[config.mk]
export PLATFORM = sky130hd
export DESIGN_NAME = trap_vector_ctrl
export DESIGN_NICKNAME = d
export VERILOG_FILES = /design/src/hw/trap_pkg.sv /design/src/hw/source_trap_table.sv /design/src/hw/trap_vector_ctrl.sv
export VERILOG_INCLUDE_DIRS = /design/src /design/src/hw
export SDC_FILE = /design/constraint.sdc
export NUM_CORES = 1
export LEC_CHECK = 0
export BUFFER_PORTS_ARGS = -buffer_cell sky130_fd_sc_hd__clkbuf_2
export CORE_ASPECT_RATIO = 0.6
export CORE_MARGIN = 1
export CORE_UTILIZATION = 35
export DETAILED_ROUTE_END_ITERATION = 6
export GPL_TIMING_DRIVEN = 0
export HOLD_SLACK_MARGIN = 0.12
export SYNTH_ARGS = -nofsm -noshare
export SYNTH_HDL_FRONTEND = slang
export SYNTH_SLANG_ARGS = --single-unit
[constraint.sdc]
create_clock -name sys_clk_i -period 99.2 [get_ports sys_clk_i]
set_clock_uncertainty 0.05 [all_clocks]
set_input_delay 0 -clock sys_clk_i [delete_from_list [all_inputs] [get_ports sys_clk_i]]
set_output_delay 0 -clock sys_clk_i [all_outputs]
set_load 0.05 [all_outputs]
[src/hw/trap_defs.svh]
`ifndef TRAP_DEFS_SVH
`define TRAP_DEFS_SVH
`define NUM_SRC 56
`define TRAP_RESET 7'h00
`define TRAP_NMI 7'h02
`define TRAP_STACK_OVERFLOW_FLAG 7'h04
`define TRAP_STACK_UNDERFLOW_FLAG 7'h06
`define TRAP_CLASS_B 7'h0a
`define TRAP_CC18 7'h32
`define TRAP_CC29 7'h44
`define TF_NMI 15
`define TF_STACK_OVERFLOW_FLAG 14
`define TF_STACK_UNDERFLOW_FLAG 13
`define TF_UNDEFINED_OPCODE_FLAG 7
`define TF_PROTECTED_INSTRUCTION_FAULT_FLAG 3
`define TF_ILLEGAL_WORD_OPERAND_FLAG 2
`define TF_ILLEGAL_INSTRUCTION_ACCESS_FLAG 1
`define TF_ILLEGAL_EXTERNAL_BUS_FLAG 0
`define PRIO_RESET 2'h3
`define PRIO_CLASS_A 2'h2
`define PRIO_CLASS_B 2'h1
`define PRIO_NONE 2'h0
`endif

[src/hw/trap_pkg.sv]
package trap_pkg;
    typedef logic [6:0] trap_num_t;
    typedef logic [8:0] vec_addr_t;
    typedef logic [3:0] int_level_t;
    typedef logic [1:0] trap_class_t;
    typedef enum logic [1:0] {
        SVC_IDLE,
        SVC_INT,
        SVC_TRAP
    } svc_state_t;
endpackage

[src/hw/source_trap_table.sv]
`timescale 1ns/1ps
`include "trap_defs.svh"
// maps a peripheral source index to its trap number
module source_trap_table (
    input wire logic [5:0] src_i,
    output trap_pkg::trap_num_t trap_o
);
    import trap_pkg::*;
    // capture/compare channels 0..15, then 16..28 continuing at 30h
    always_comb begin
        if (src_i < 6'd16) begin
            trap_o = 7'h10 + {1'b0, src_i};
        end else if (src_i < 6'd29) begin
            trap_o = 7'h30 + {1'b0, src_i} - 7'h10;
        end else if (src_i < 6'd32) begin
            trap_o = `TRAP_CC29 + {1'b0, src_i} - 7'h1d;
        end else if (src_i < 6'd48) begin
            // timers, converter and serial sources: 20h..2Fh
            trap_o = 7'h20 + {1'b0, src_i} - 7'h20;
        end else if (src_i < 6'd50) begin
            trap_o = 7'h3d + {1'b0, src_i} - 7'h30;
        end else if (src_i == 6'd50) begin
            trap_o = 7'h47;
        end else if (src_i < 6'd56) begin
            trap_o = 7'h3f + {1'b0, src_i} - 7'h33;
        end else begin
            trap_o = 7'h00;
        end
    end
endmodule

[src/hw/trap_vector_ctrl.sv]
`timescale 1ns/1ps
`include "trap_defs.svh"
module trap_vector_ctrl (
    input wire logic sys_clk_i,
    input wire logic rst_n_i,
    input wire logic [`NUM_SRC-1:0] req_set_i,
    input wire logic [`NUM_SRC-1:0] enable_i,
    input wire logic [`NUM_SRC*4-1:0] level_i,
    input wire logic soft_reset_i,
    input wire logic watchdog_ovf_i,
    input wire logic nmi_i,
    input wire logic stack_overflow_i,
    input wire logic stack_underflow_i,
    input wire logic undef_opcode_i,
    input wire logic prot_fault_i,
    input wire logic illegal_operand_i,
    input wire logic illegal_instr_i,
    input wire logic illegal_bus_i,
    input wire logic sw_trap_i,
    input wire trap_pkg::trap_num_t sw_trap_num_i,
    input wire logic svc_done_i,
    input wire logic [15:0] flag_clr_i,
    output logic take_o,
    output trap_pkg::trap_num_t trap_num_o,
    output trap_pkg::vec_addr_t vector_o,
    output trap_pkg::int_level_t cpu_level_o,
    output logic in_trap_o,
    output logic [`NUM_SRC-1:0] req_flag_o,
    output logic [15:0] trap_flag_register_o
);
    import trap_pkg::*;

    function automatic vec_addr_t vec_of(input trap_num_t t);
        vec_of = {t, 2'b00};
    endfunction

    svc_state_t state_q;
    logic [`NUM_SRC-1:0] req_q;
    logic [15:0] tfr_q;
    trap_class_t trap_prio_q;
    int_level_t cpu_level_q;
    logic take_q;
    trap_num_t trap_num_q;
    vec_addr_t vector_q;
    logic [5:0] win_idx;
    int_level_t win_lvl;
    logic win_valid;
    trap_num_t win_trap;
    trap_class_t hw_class;
    trap_num_t hw_trap;
    logic reset_evt;
    logic [15:0] tf_set;
    logic [5:0] ack_idx_q;
    logic ack_int_q;
    logic in_trap_q;

    assign reset_evt = soft_reset_i | watchdog_ovf_i;

    // set vector for individual trap flags, one bit per flag, several may be set at once
    always_comb begin
        tf_set = 16'h0000;
        tf_set[`TF_NMI] = nmi_i;
        tf_set[`TF_STACK_OVERFLOW_FLAG] = stack_overflow_i;
        tf_set[`TF_STACK_UNDERFLOW_FLAG] = stack_underflow_i;
        tf_set[`TF_UNDEFINED_OPCODE_FLAG] = undef_opcode_i;
        tf_set[`TF_PROTECTED_INSTRUCTION_FAULT_FLAG] = prot_fault_i;
        tf_set[`TF_ILLEGAL_WORD_OPERAND_FLAG] = illegal_operand_i;
        tf_set[`TF_ILLEGAL_INSTRUCTION_ACCESS_FLAG] = illegal_instr_i;
        tf_set[`TF_ILLEGAL_EXTERNAL_BUS_FLAG] = illegal_bus_i;
    end

    // highest pending hardware trap class, fixed order within class A
    always_comb begin
        hw_class = `PRIO_NONE;
        hw_trap = `TRAP_RESET;
        if (reset_evt) begin
            hw_class = `PRIO_RESET;
            hw_trap = `TRAP_RESET;
        end else if (nmi_i) begin
            hw_class = `PRIO_CLASS_A;
            hw_trap = `TRAP_NMI;
        end else if (stack_overflow_i) begin
            hw_class = `PRIO_CLASS_A;
            hw_trap = `TRAP_STACK_OVERFLOW_FLAG;
        end else if (stack_underflow_i) begin
            hw_class = `PRIO_CLASS_A;
            hw_trap = `TRAP_STACK_UNDERFLOW_FLAG;
        end else if (|tf_set[`TF_UNDEFINED_OPCODE_FLAG:0]) begin
            hw_class = `PRIO_CLASS_B;
            hw_trap = `TRAP_CLASS_B;
        end
    end

    // best enabled pending source; ties go to the lower index
    always_comb begin
        win_valid = 1'b0;
        win_idx = 6'd0;
        win_lvl = 4'h0;
        for (int i = 0; i < `NUM_SRC; i++) begin
            if (req_q[i] && enable_i[i] &&
                (!win_valid || level_i[i*4 +: 4] > win_lvl)) begin
                win_valid = 1'b1;
                win_idx = 6'(i);
                win_lvl = level_i[i*4 +: 4];
            end
        end
    end

    source_trap_table u_table (
        .src_i(win_idx),
        .trap_o(win_trap)
    );

    // request flags: hardware set wins over the acknowledge clear
    always_ff @(posedge sys_clk_i) begin
        if (!rst_n_i) begin
            req_q <= '0;
        end else begin
            for (int i = 0; i < `NUM_SRC; i++) begin
                if (req_set_i[i]) begin
                    req_q[i] <= 1'b1;
                end else if (ack_int_q && ack_idx_q == 6'(i)) begin
                    // only an interrupt take acknowledges, never a sw trap
                    req_q[i] <= 1'b0;
                end
            end
        end
    end

    // trap flags: set wins over software clear
    always_ff @(posedge sys_clk_i) begin
        if (!rst_n_i) begin
            tfr_q <= 16'h0000;
        end else begin
            tfr_q <= (tfr_q & ~flag_clr_i) | tf_set;
        end
    end

    // service sequencer and vector output
    always_ff @(posedge sys_clk_i) begin
        if (!rst_n_i) begin
            state_q <= SVC_IDLE;
            trap_prio_q <= `PRIO_NONE;
            cpu_level_q <= 4'h0;
            take_q <= 1'b0;
            trap_num_q <= `TRAP_RESET;
            vector_q <= 9'h000;
            ack_idx_q <= 6'd0;
            ack_int_q <= 1'b0;
            in_trap_q <= 1'b0;
        end else begin
            take_q <= 1'b0;
            ack_int_q <= 1'b0;
            if (hw_class != `PRIO_NONE && hw_class > trap_prio_q) begin
                state_q <= SVC_TRAP;
                in_trap_q <= 1'b1;
                trap_prio_q <= hw_class;
                take_q <= 1'b1;
                trap_num_q <= hw_trap;
                vector_q <= vec_of(hw_trap);
            end else if (state_q != SVC_TRAP && win_valid &&
                         (state_q == SVC_IDLE || win_lvl > cpu_level_q))
            begin
                state_q <= SVC_INT;
                cpu_level_q <= win_lvl;
                take_q <= 1'b1;
                trap_num_q <= win_trap;
                vector_q <= vec_of(win_trap);
                ack_idx_q <= win_idx;
                ack_int_q <= 1'b1;
                in_trap_q <= 1'b0;
            end else if (sw_trap_i && state_q != SVC_TRAP) begin
                take_q <= 1'b1; // level unchanged
                trap_num_q <= sw_trap_num_i;
                vector_q <= vec_of(sw_trap_num_i);
            end else if (svc_done_i) begin
                // nesting depth is not tracked; done returns to idle
                state_q <= SVC_IDLE;
                in_trap_q <= 1'b0;
                trap_prio_q <= `PRIO_NONE;
                cpu_level_q <= 4'h0;
            end
        end
    end

    assign take_o = take_q;
    assign trap_num_o = trap_num_q;
    assign vector_o = vector_q;
    assign cpu_level_o = cpu_level_q;
    assign in_trap_o = in_trap_q;
    assign req_flag_o = req_q;
    assign trap_flag_register_o = tfr_q;

    AST_VEC_IS_4X: assert property (@(posedge sys_clk_i) disable iff
        (!rst_n_i) take_o |-> vector_o == {trap_num_o, 2'b00})
        else $error("vector not four times trap");
    AST_NMI_TAKEN: assert property (@(posedge sys_clk_i) disable iff
        (!rst_n_i) nmi_i && !reset_evt && trap_prio_q < `PRIO_CLASS_A
        |=> take_o && trap_num_o == 7'h02)
        else $error("nmi not vectored");
    AST_FLAG_SET: assert property (@(posedge sys_clk_i) disable iff
        (!rst_n_i) illegal_bus_i |=> tfr_q[`TF_ILLEGAL_EXTERNAL_BUS_FLAG])
        else $error("trap flag not set");
    AST_RESET_VEC: assert property (@(posedge sys_clk_i) disable iff
        (!rst_n_i) reset_evt && trap_prio_q != `PRIO_RESET
        |=> vector_o == 9'h000 && take_o)
        else $error("reset trap wrong");
    AST_CLASS_B: assert property (@(posedge sys_clk_i) disable iff
        (!rst_n_i) undef_opcode_i && hw_class == `PRIO_CLASS_B &&
        trap_prio_q == `PRIO_NONE |=> trap_num_o == 7'h0a)
        else $error("class b trap wrong");
    AST_NO_INT_IN_TRAP: assert property (@(posedge sys_clk_i) disable iff
        (!rst_n_i) in_trap_o && hw_class == `PRIO_NONE
        |=> !(take_o && !in_trap_o))
        else $error("interrupt preempted trap");
    AST_STRICT_LEVEL: assert property (@(posedge sys_clk_i) disable iff
        (!rst_n_i) ack_int_q && $past(state_q) == SVC_INT
        |-> cpu_level_q > $past(cpu_level_q))
        else $error("preempt at equal level");
    AST_SW_LEVEL: assert property (@(posedge sys_clk_i) disable iff
        (!rst_n_i) sw_trap_i && hw_class == `PRIO_NONE && !win_valid &&
        state_q != SVC_TRAP |=> $stable(cpu_level_o) && take_o)
        else $error("software trap wrong");
    CV_NMI: cover property (@(posedge sys_clk_i) take_o && trap_num_o == 7'h02);
    CV_INT: cover property (@(posedge sys_clk_i) take_o && state_q == SVC_INT);
    CV_SW: cover property (@(posedge sys_clk_i) sw_trap_i ##1 take_o);
endmodule

# --- Yosys cells after proc, flatten, opt, wreduce, memory -nomap -nowiden ---
# Cells that the tools add are included.
op_classes:
  n_reduce_logical: 352
  n_bitwise: 6
  eq_ne: 61
  n_mux: 319
  n_addsub: 11
  n_lt_le_gt_ge: 63
ops:
  columns: ["operator", "count"]
  rows:
  - ["$mux 6", 54]
  - ["$mux 4", 64]
  - ["$gt 4x4->1", 56]
  - ["$mux 1", 178]
  - ["$logic_and 1x1->1", 171]
  - ["$eq 6x6->1 const B", 25]
  - ["$reduce_bool 2->1", 59]
  - ["$eq 6x5->1 const B", 16]
  - ["$mux 7", 10]
  - ["$logic_or 1x1->1", 56]
  - ["$logic_not 1->1", 55]
  - ["$eq 6x4->1 const B", 8]
  - ["$add 6x6->7 const A", 4]
  - ["$mux 9", 3]
  - ["$eq 6x3->1 const B", 4]
  - ["$lt 6x6->1 const B", 4]
  - ["$sub 7x6->7 const B", 3]
  - ["$mux 2", 10]
  - ["$and 16x16->16", 1]
  - ["$not 16->16", 1]
  - ["$or 16x16->16", 1]
  - ["$sub 7x5->7 const B", 2]
  - ["$eq 6x2->1 const B", 2]
  - ["$lt 6x5->1 const B", 2]
  - ["other kinds (15)", 23]
word_totals:
  ff_bits: 103
  word_cells: 879
  inputBits: 373
  output_inout_bits: 94

# --- Depth between registers and ports, before layout ---
depth:
  depth_word: 233
  mapped_depth: 486
  depth_no_buf: 475

# --- Modules after synthesis ---
# A second synthesis with hierarchy kept.
hier_totals:
  hier_cells: 2505
  hier_area_um2: 16921.2
modules_own_cells:
  columns: ["mod", "cells_each", "seq_area_each_um2", "area_per_inst_um2", "n_inst"]
  rows:
  - ["trap_vector_ctrl", 2424, 1901.8, 16341.9, 1]
  - ["source_trap_table", 81, 0.0, 579.3, 1]

# --- Worst setup path before layout ---
# OpenSTA, ideal clock, no wires.
synth_timing:
  path_type: "reg-to-reg"
  from: "register req_q[0] (netlist: req_flag_o[0])"
  to: "register ack_idx_q[4]"
  n_path_buf: 13
  slack_ns: 14.040
  required_ns: 99.034
  path_stages_with_launch: 434
  period_less_slack_ns: 85.160
  arrival_time_ns: 84.994
  setup_ns: 0.116
  cell_sequence: "dfxtp_1 and3_1 inv_1 ha_1 nor2b_1 o211ai_1 a21o_1 a21o_1 inv_1 ha_1 nor2b_1 o211ai_1 a31oi_1 a211oi_1 or2_2 ha_1 nor2b_1 o21ai_0 [... 398 more ...] o21ai_0 nand2b_1 a21oi_1 a41oi_1 o21bai_1 mux2_2 ha_1 nor2b_1 o21ai_0 nand2b_1 a21oi_1 a41o_1 a221o_1 clkbuf_1 nor2_1 clkbuf_1 nand2_1 o211a_1"
synth_between:
  elab_chain_cells: 226
  word_cells_on_any_way: 391
  cone_classes: "order compare (56); mux (165); reduce/logical (170)"
synth_lines:
  columns: ["element", "line", "text"]
  rows:
  - ["start, declared", "trap_vector_ctrl.sv:38", "logic [`NUM_SRC-1:0] req_q;"]
  - ["start signal, assigned", "trap_vector_ctrl.sv:117", "req_q <= '0;"]
  - ["start signal, assigned by index", "trap_vector_ctrl.sv:121", "req_q[i] <= 1'b1;"]
  - ["start signal, assigned by index", "trap_vector_ctrl.sv:124", "req_q[i] <= 1'b0;"]
  - ["$logic_and 1x1->1 (*)", "trap_vector_ctrl.sv:100", "if (req_q[i] && enable_i[i] &&"]
  - ["$mux 4 or $mux 1 (tied branches)", "trap_vector_ctrl.sv:100", null]
  - ["$gt 4x4->1 or $logic_not 1->1 (tied branches)", "trap_vector_ctrl.sv:101", "(!win_valid || level_i[i*4 +: 4] > win_lvl)) begin"]
  - ["$logic_or 1x1->1", "trap_vector_ctrl.sv:101", null]
  - ["$logic_and 1x1->1", "trap_vector_ctrl.sv:100", null]
  - ["$mux 4 or $mux 1 (tied branches)", "trap_vector_ctrl.sv:100", null]
  - ["$gt 4x4->1 or $logic_not 1->1 (tied branches)", "trap_vector_ctrl.sv:101", null]
  - ["$logic_or 1x1->1", "trap_vector_ctrl.sv:101", null]
  - ["[... 210 more ...]", null, null]
  - ["$gt 4x4->1 or $logic_not 1->1 (tied branches)", "trap_vector_ctrl.sv:101", null]
  - ["$logic_or 1x1->1", "trap_vector_ctrl.sv:101", null]
  - ["$logic_and 1x1->1", "trap_vector_ctrl.sv:100", null]
  - ["$mux 4", "trap_vector_ctrl.sv:100", null]
  - ["$gt 4x4->1", "trap_vector_ctrl.sv:162", "(state_q == SVC_IDLE || win_lvl > cpu_level_q))"]
  - ["$logic_or 1x1->1", "trap_vector_ctrl.sv:162", null]
  - ["$logic_and 1x1->1", "trap_vector_ctrl.sv:161", "end else if (state_q != SVC_TRAP && win_valid &&"]
  - ["$reduce_and 2->1 (no source line)", null, null]
  - ["end signal, assigned", "trap_vector_ctrl.sv:169", "ack_idx_q <= win_idx;"]
  - ["end, declared", "trap_vector_ctrl.sv:53", "logic [5:0] ack_idx_q;"]
# Mark *: on every way between the ends. The rest lies on a longest branch, timed or not.
# A chain may end at the register's enable or synchronous reset.

# --- Final worst setup path ---
layout_timing:
  from: "register req_q[0] (netlist: req_flag_o[0])"
  to: "register trap_num_q[3] (netlist: trap_num_o[3])"
layout_between:
  word_cells_on_any_way: 420
  cone_classes: "add/sub (11); order compare (62); eq/ne (1); mux (176); reduce/logical (170)"
layout_lines:
  columns: ["element", "line", "text"]
  rows:
  - ["$logic_and 1x1->1 (*)", "trap_vector_ctrl.sv:100", null]
  - ["$mux 4 or $mux 1 (tied branches)", "trap_vector_ctrl.sv:100", null]
  - ["$gt 4x4->1 or $logic_not 1->1 (tied branches)", "trap_vector_ctrl.sv:101", null]
  - ["$logic_or 1x1->1", "trap_vector_ctrl.sv:101", null]
  - ["$logic_and 1x1->1", "trap_vector_ctrl.sv:100", null]
  - ["$mux 4 or $mux 1 (tied branches)", "trap_vector_ctrl.sv:100", null]
  - ["$gt 4x4->1 or $logic_not 1->1 (tied branches)", "trap_vector_ctrl.sv:101", null]
  - ["$logic_or 1x1->1", "trap_vector_ctrl.sv:101", null]
  - ["[... 214 more ...]", null, null]
  - ["net u_table.src_i[5]", "source_trap_table.sv:5", "input wire logic [5:0] src_i,"]
  - ["[... 2 more ...]", null, null]
  - ["$mux 7", "source_trap_table.sv:22", "end else if (src_i == 6'd50) begin"]
  - ["$mux 7", "source_trap_table.sv:20", "end else if (src_i < 6'd50) begin"]
  - ["$mux 7", "source_trap_table.sv:17", "end else if (src_i < 6'd48) begin"]
  - ["$mux 7", "source_trap_table.sv:15", "end else if (src_i < 6'd32) begin"]
  - ["$mux 7", "source_trap_table.sv:13", "end else if (src_i < 6'd29) begin"]
  - ["$mux 7 (*)", "source_trap_table.sv:11", "if (src_i < 6'd16) begin"]
  - ["$mux 7 (*)", "trap_vector_ctrl.sv:161", null]
  - ["$mux 7 (*)", "trap_vector_ctrl.sv:154", "if (hw_class != `PRIO_NONE && hw_class > trap_prio_q) begin"]
  - ["end signal, assigned", "trap_vector_ctrl.sv:159", "trap_num_q <= hw_trap;"]
  - ["end signal, assigned", "trap_vector_ctrl.sv:167", "trap_num_q <= win_trap;"]
  - ["end signal, assigned", "trap_vector_ctrl.sv:174", "trap_num_q <= sw_trap_num_i;"]
  - ["end, declared", "trap_vector_ctrl.sv:43", "trap_num_t trap_num_q;"]
# The timed path passes the listed nets; every way through them passes the cells marked *.

==> summary.txt <==
Cells and area
  • Commonest non-fill, non-tap cell in the layout: clkbuf_2
  • Final Net Count: 3573
  • Area occupied by multi-input gates: ~15000 µm²
  • Most frequent cells in the layout: 469 x clkbuf_2, 254 x nand2_1, 204 x inv_1
  • Filler cells: 4885
  • Layout area overhead: 30.6%
  • Seq. cell area: ~1900 µm²
  • Layout cells sized above 1: 24.4%
  • Non-Filler Instances: 3655

Place
  • Placed cell count: 3515
  • Port bufs: 463
  • Detailed placer's ending HPWL: around 63 mm
  • GP Congestion: 0.984

Clock network
  • CTS tree: yes
  • Clock sink count: 95
  • CTS buffer count: 9
  • CTS Buffer Depth: 2
  • Clock-pin slew of the registers on the worst-case setup and hold paths: 0.07 ns
  • Later-pin clock latency in the skew report: roughly 0.38 ns
  • H-tree levels: 3
  • Root Buffer: clkbuf_16

Detailed routing
  • Antenna viol nets, final: 0
  • Via count: roughly 22000
  • Vias per cell: ~6
  • DR iter-0 viols: between 2000 and 2500
  • Remaining DRCs: 0
  • WL/cell: 20.7 µm
  • 1st-pass router iterations: 7
  • Detailed Route WL: 75.5 mm

Min path
  • HP Class: in -> reg

Logic synthesis
  • Number of synthesized flops with an enable pin: 0
  • Post-Synthesis Cells: 2420
  • Total of warnings raised by yosys: 0
  • Commonest register cell after synthesis: dfxtp_1
  • Sequential fraction of the synthesis area: 11.2%
  • Post-Syn Area: about 17000 µm²
  • FF+latch count, synth: 95
  • Ys async rst share: 0%
  • Avg Cell Area, Syn: approximately 7 µm²
  • Yosys cell types: 114

Worst setup path
  • Crit start category: flip-flop
  • Setup CP Type: reg -> reg
  • Worst Path Required: 99.39 ns
  • Crit-path max FO: 11
  • CP max-delay cell: or4b_2
  • Most frequent CP cell: ha_1
  • CP endpoint kind: flip-flop
  • Crit path DAT: roughly 94 ns
  • Critical Path Max Stage Delay: roughly 0.59 ns

Die
  • Core ar.: 47000 µm²
  • Initial core utilization: 36.0%
  • Ports: approximately 470
  • Rows: 61
  • Die W: roughly 290 µm
  • Die area: ~49000 µm²
  • Die height: 172 µm

STA
  • Final Hold Fails: 0
  • Worst slew pin tran: 1.42 ns
  • Final Max Tran Viols: 0
  • Min Tclk post-route: 93.67 ns
  • Fin crit share: 94.4%
  • Highest clock rate: 10.7 MHz
  • Final setup vio count: 0
  • Final TNS setup: 0 ns
  • Max-Slew Margin vs Limit: 4.51%

GRT
  • Largest net degree at the start of global routing: 17
  • Tot GR Track Use: roughly 29%
  • First-pass GRT wire length: ~110 mm
  • Grt ovf: 0
  • Vias in the first global route: slightly below 20000
  • Initial antenna violation count: 6

Run
  • Number of max-cap violations: 0

Run status
  • Outcome: finished clean
-- worst max-delay path, delay by kind of cell, from the launching register on --
kind / cells / cell delay [ns]
buf+inv: 35 / 4.70
fa+ha+maj: 61 / 18.77
simple gates: 96 / 17.11
flops: 1 / 0.43
mux: 21 / 7.23
compound gates: 220 / 45.21
-- flip-flops by register name, summed over array words and instances (netlist names) --
name	count
take_o	1
trap_prio_q	2
req_flag_o	56
ack_idx_q	6
cpu_level_o	4
state_q	2
trap_num_o	7
trap_flag_register_o	16
ack_int_q	1
-- metrics by stage --
step / cell area, µm² / hold WS, ns / worst slack [ns] / util, %
6_report: 22100 / 0.146 / 5.53 / 47.0
5_1_grt: 22100 / 0.174 / -0.331 / 47.0
4_1_cts: 21400 / 0.138 / 0.0775 / 45.5
3_5_place_dp: 20100 / 0.164 / -2.60 / 42.7
3_3_place_gp: 20000 / 0.160 / -1.32 / 42.6
2_1_floorplan: 16900 / 0.0738 / 14.04 / -
-- cell families after synthesis --
| logic type | synth area share, % |
|---|---|
| buf+inv | 5.96 |
| simple gates | 28.9 |
| flops | 11.2 |
| mux | 4.13 |
| other cells | 0.0222 |
| compound gates | 35.7 |
| fa+ha+maj | 14.1 |
-- path summary, 6_finish.rpt --
path,from,cells past startpoint,slack (ns),to
setup / recovery,req_flag_o[0],433,5.53,trap_num_o[3]
hold / removal,sw_trap_num_i[2],5,0.15,trap_num_o[2]
setup reg to reg,req_flag_o[0],433,5.53,trap_num_o[3]
hold reg to reg,state_q[0],2,0.46,state_q[0]
-- synthesized netlist by cell type (23+ instances only) --
master	instances	share of area, %
a211oi_1	39	1.7
a31oi_1	66	2.4
nand4_1	29	1.1
a21o_1	36	1.6
o21a_1	68	3.0
o211ai_1	29	1.3
and3_1	30	1.1
nor2_1	177	3.9
o21ai_0	120	3.5
ha_1	186	14
mux2i_1	23	1.4
dfxtp_1	95	11
a21oi_1	188	5.6
or3_1	29	1.1
nor3_1	55	1.6
nor2b_1	88	3.3
nand3_1	97	2.9
mux2_2	39	2.6
inv_1	205	4.5
and2_1	54	2.0
nand2_1	256	5.7
clkbuf_1	41	0.91
nand2b_1	36	1.3
-- metal layers --
layer  up-vias  GRT usage, %  part of all wire, %
met3       102          4.14                  7.1
li1      10300             -                    -
met4         0          6.07                  1.9
met5         -             0                    0
met2       959          44.2                   42
met1     10300          42.7                   49
-- final cells by class --
class	count	area share, %
multi-input combinational	2067	66.0
timing repair buffer	586	15.7
sequential	95	8.61
tap	630	3.57
inverter	207	3.52
clock buffer	11	1.14
buffer	48	1.06
clock inverter	5	0.289
antenna	6	0.0679
-- what timing repair did --
item	CTS	global route
setup endpoints to repair	23	23
pin swaps	0	14
hold buffers	93	0
setup buffers	0	29
resized for setup	16	120
hold endpoints to repair	84	0
Power is not shown: default switching activity piles up to over one toggle a cycle in this logic, so the estimate is an artifact.
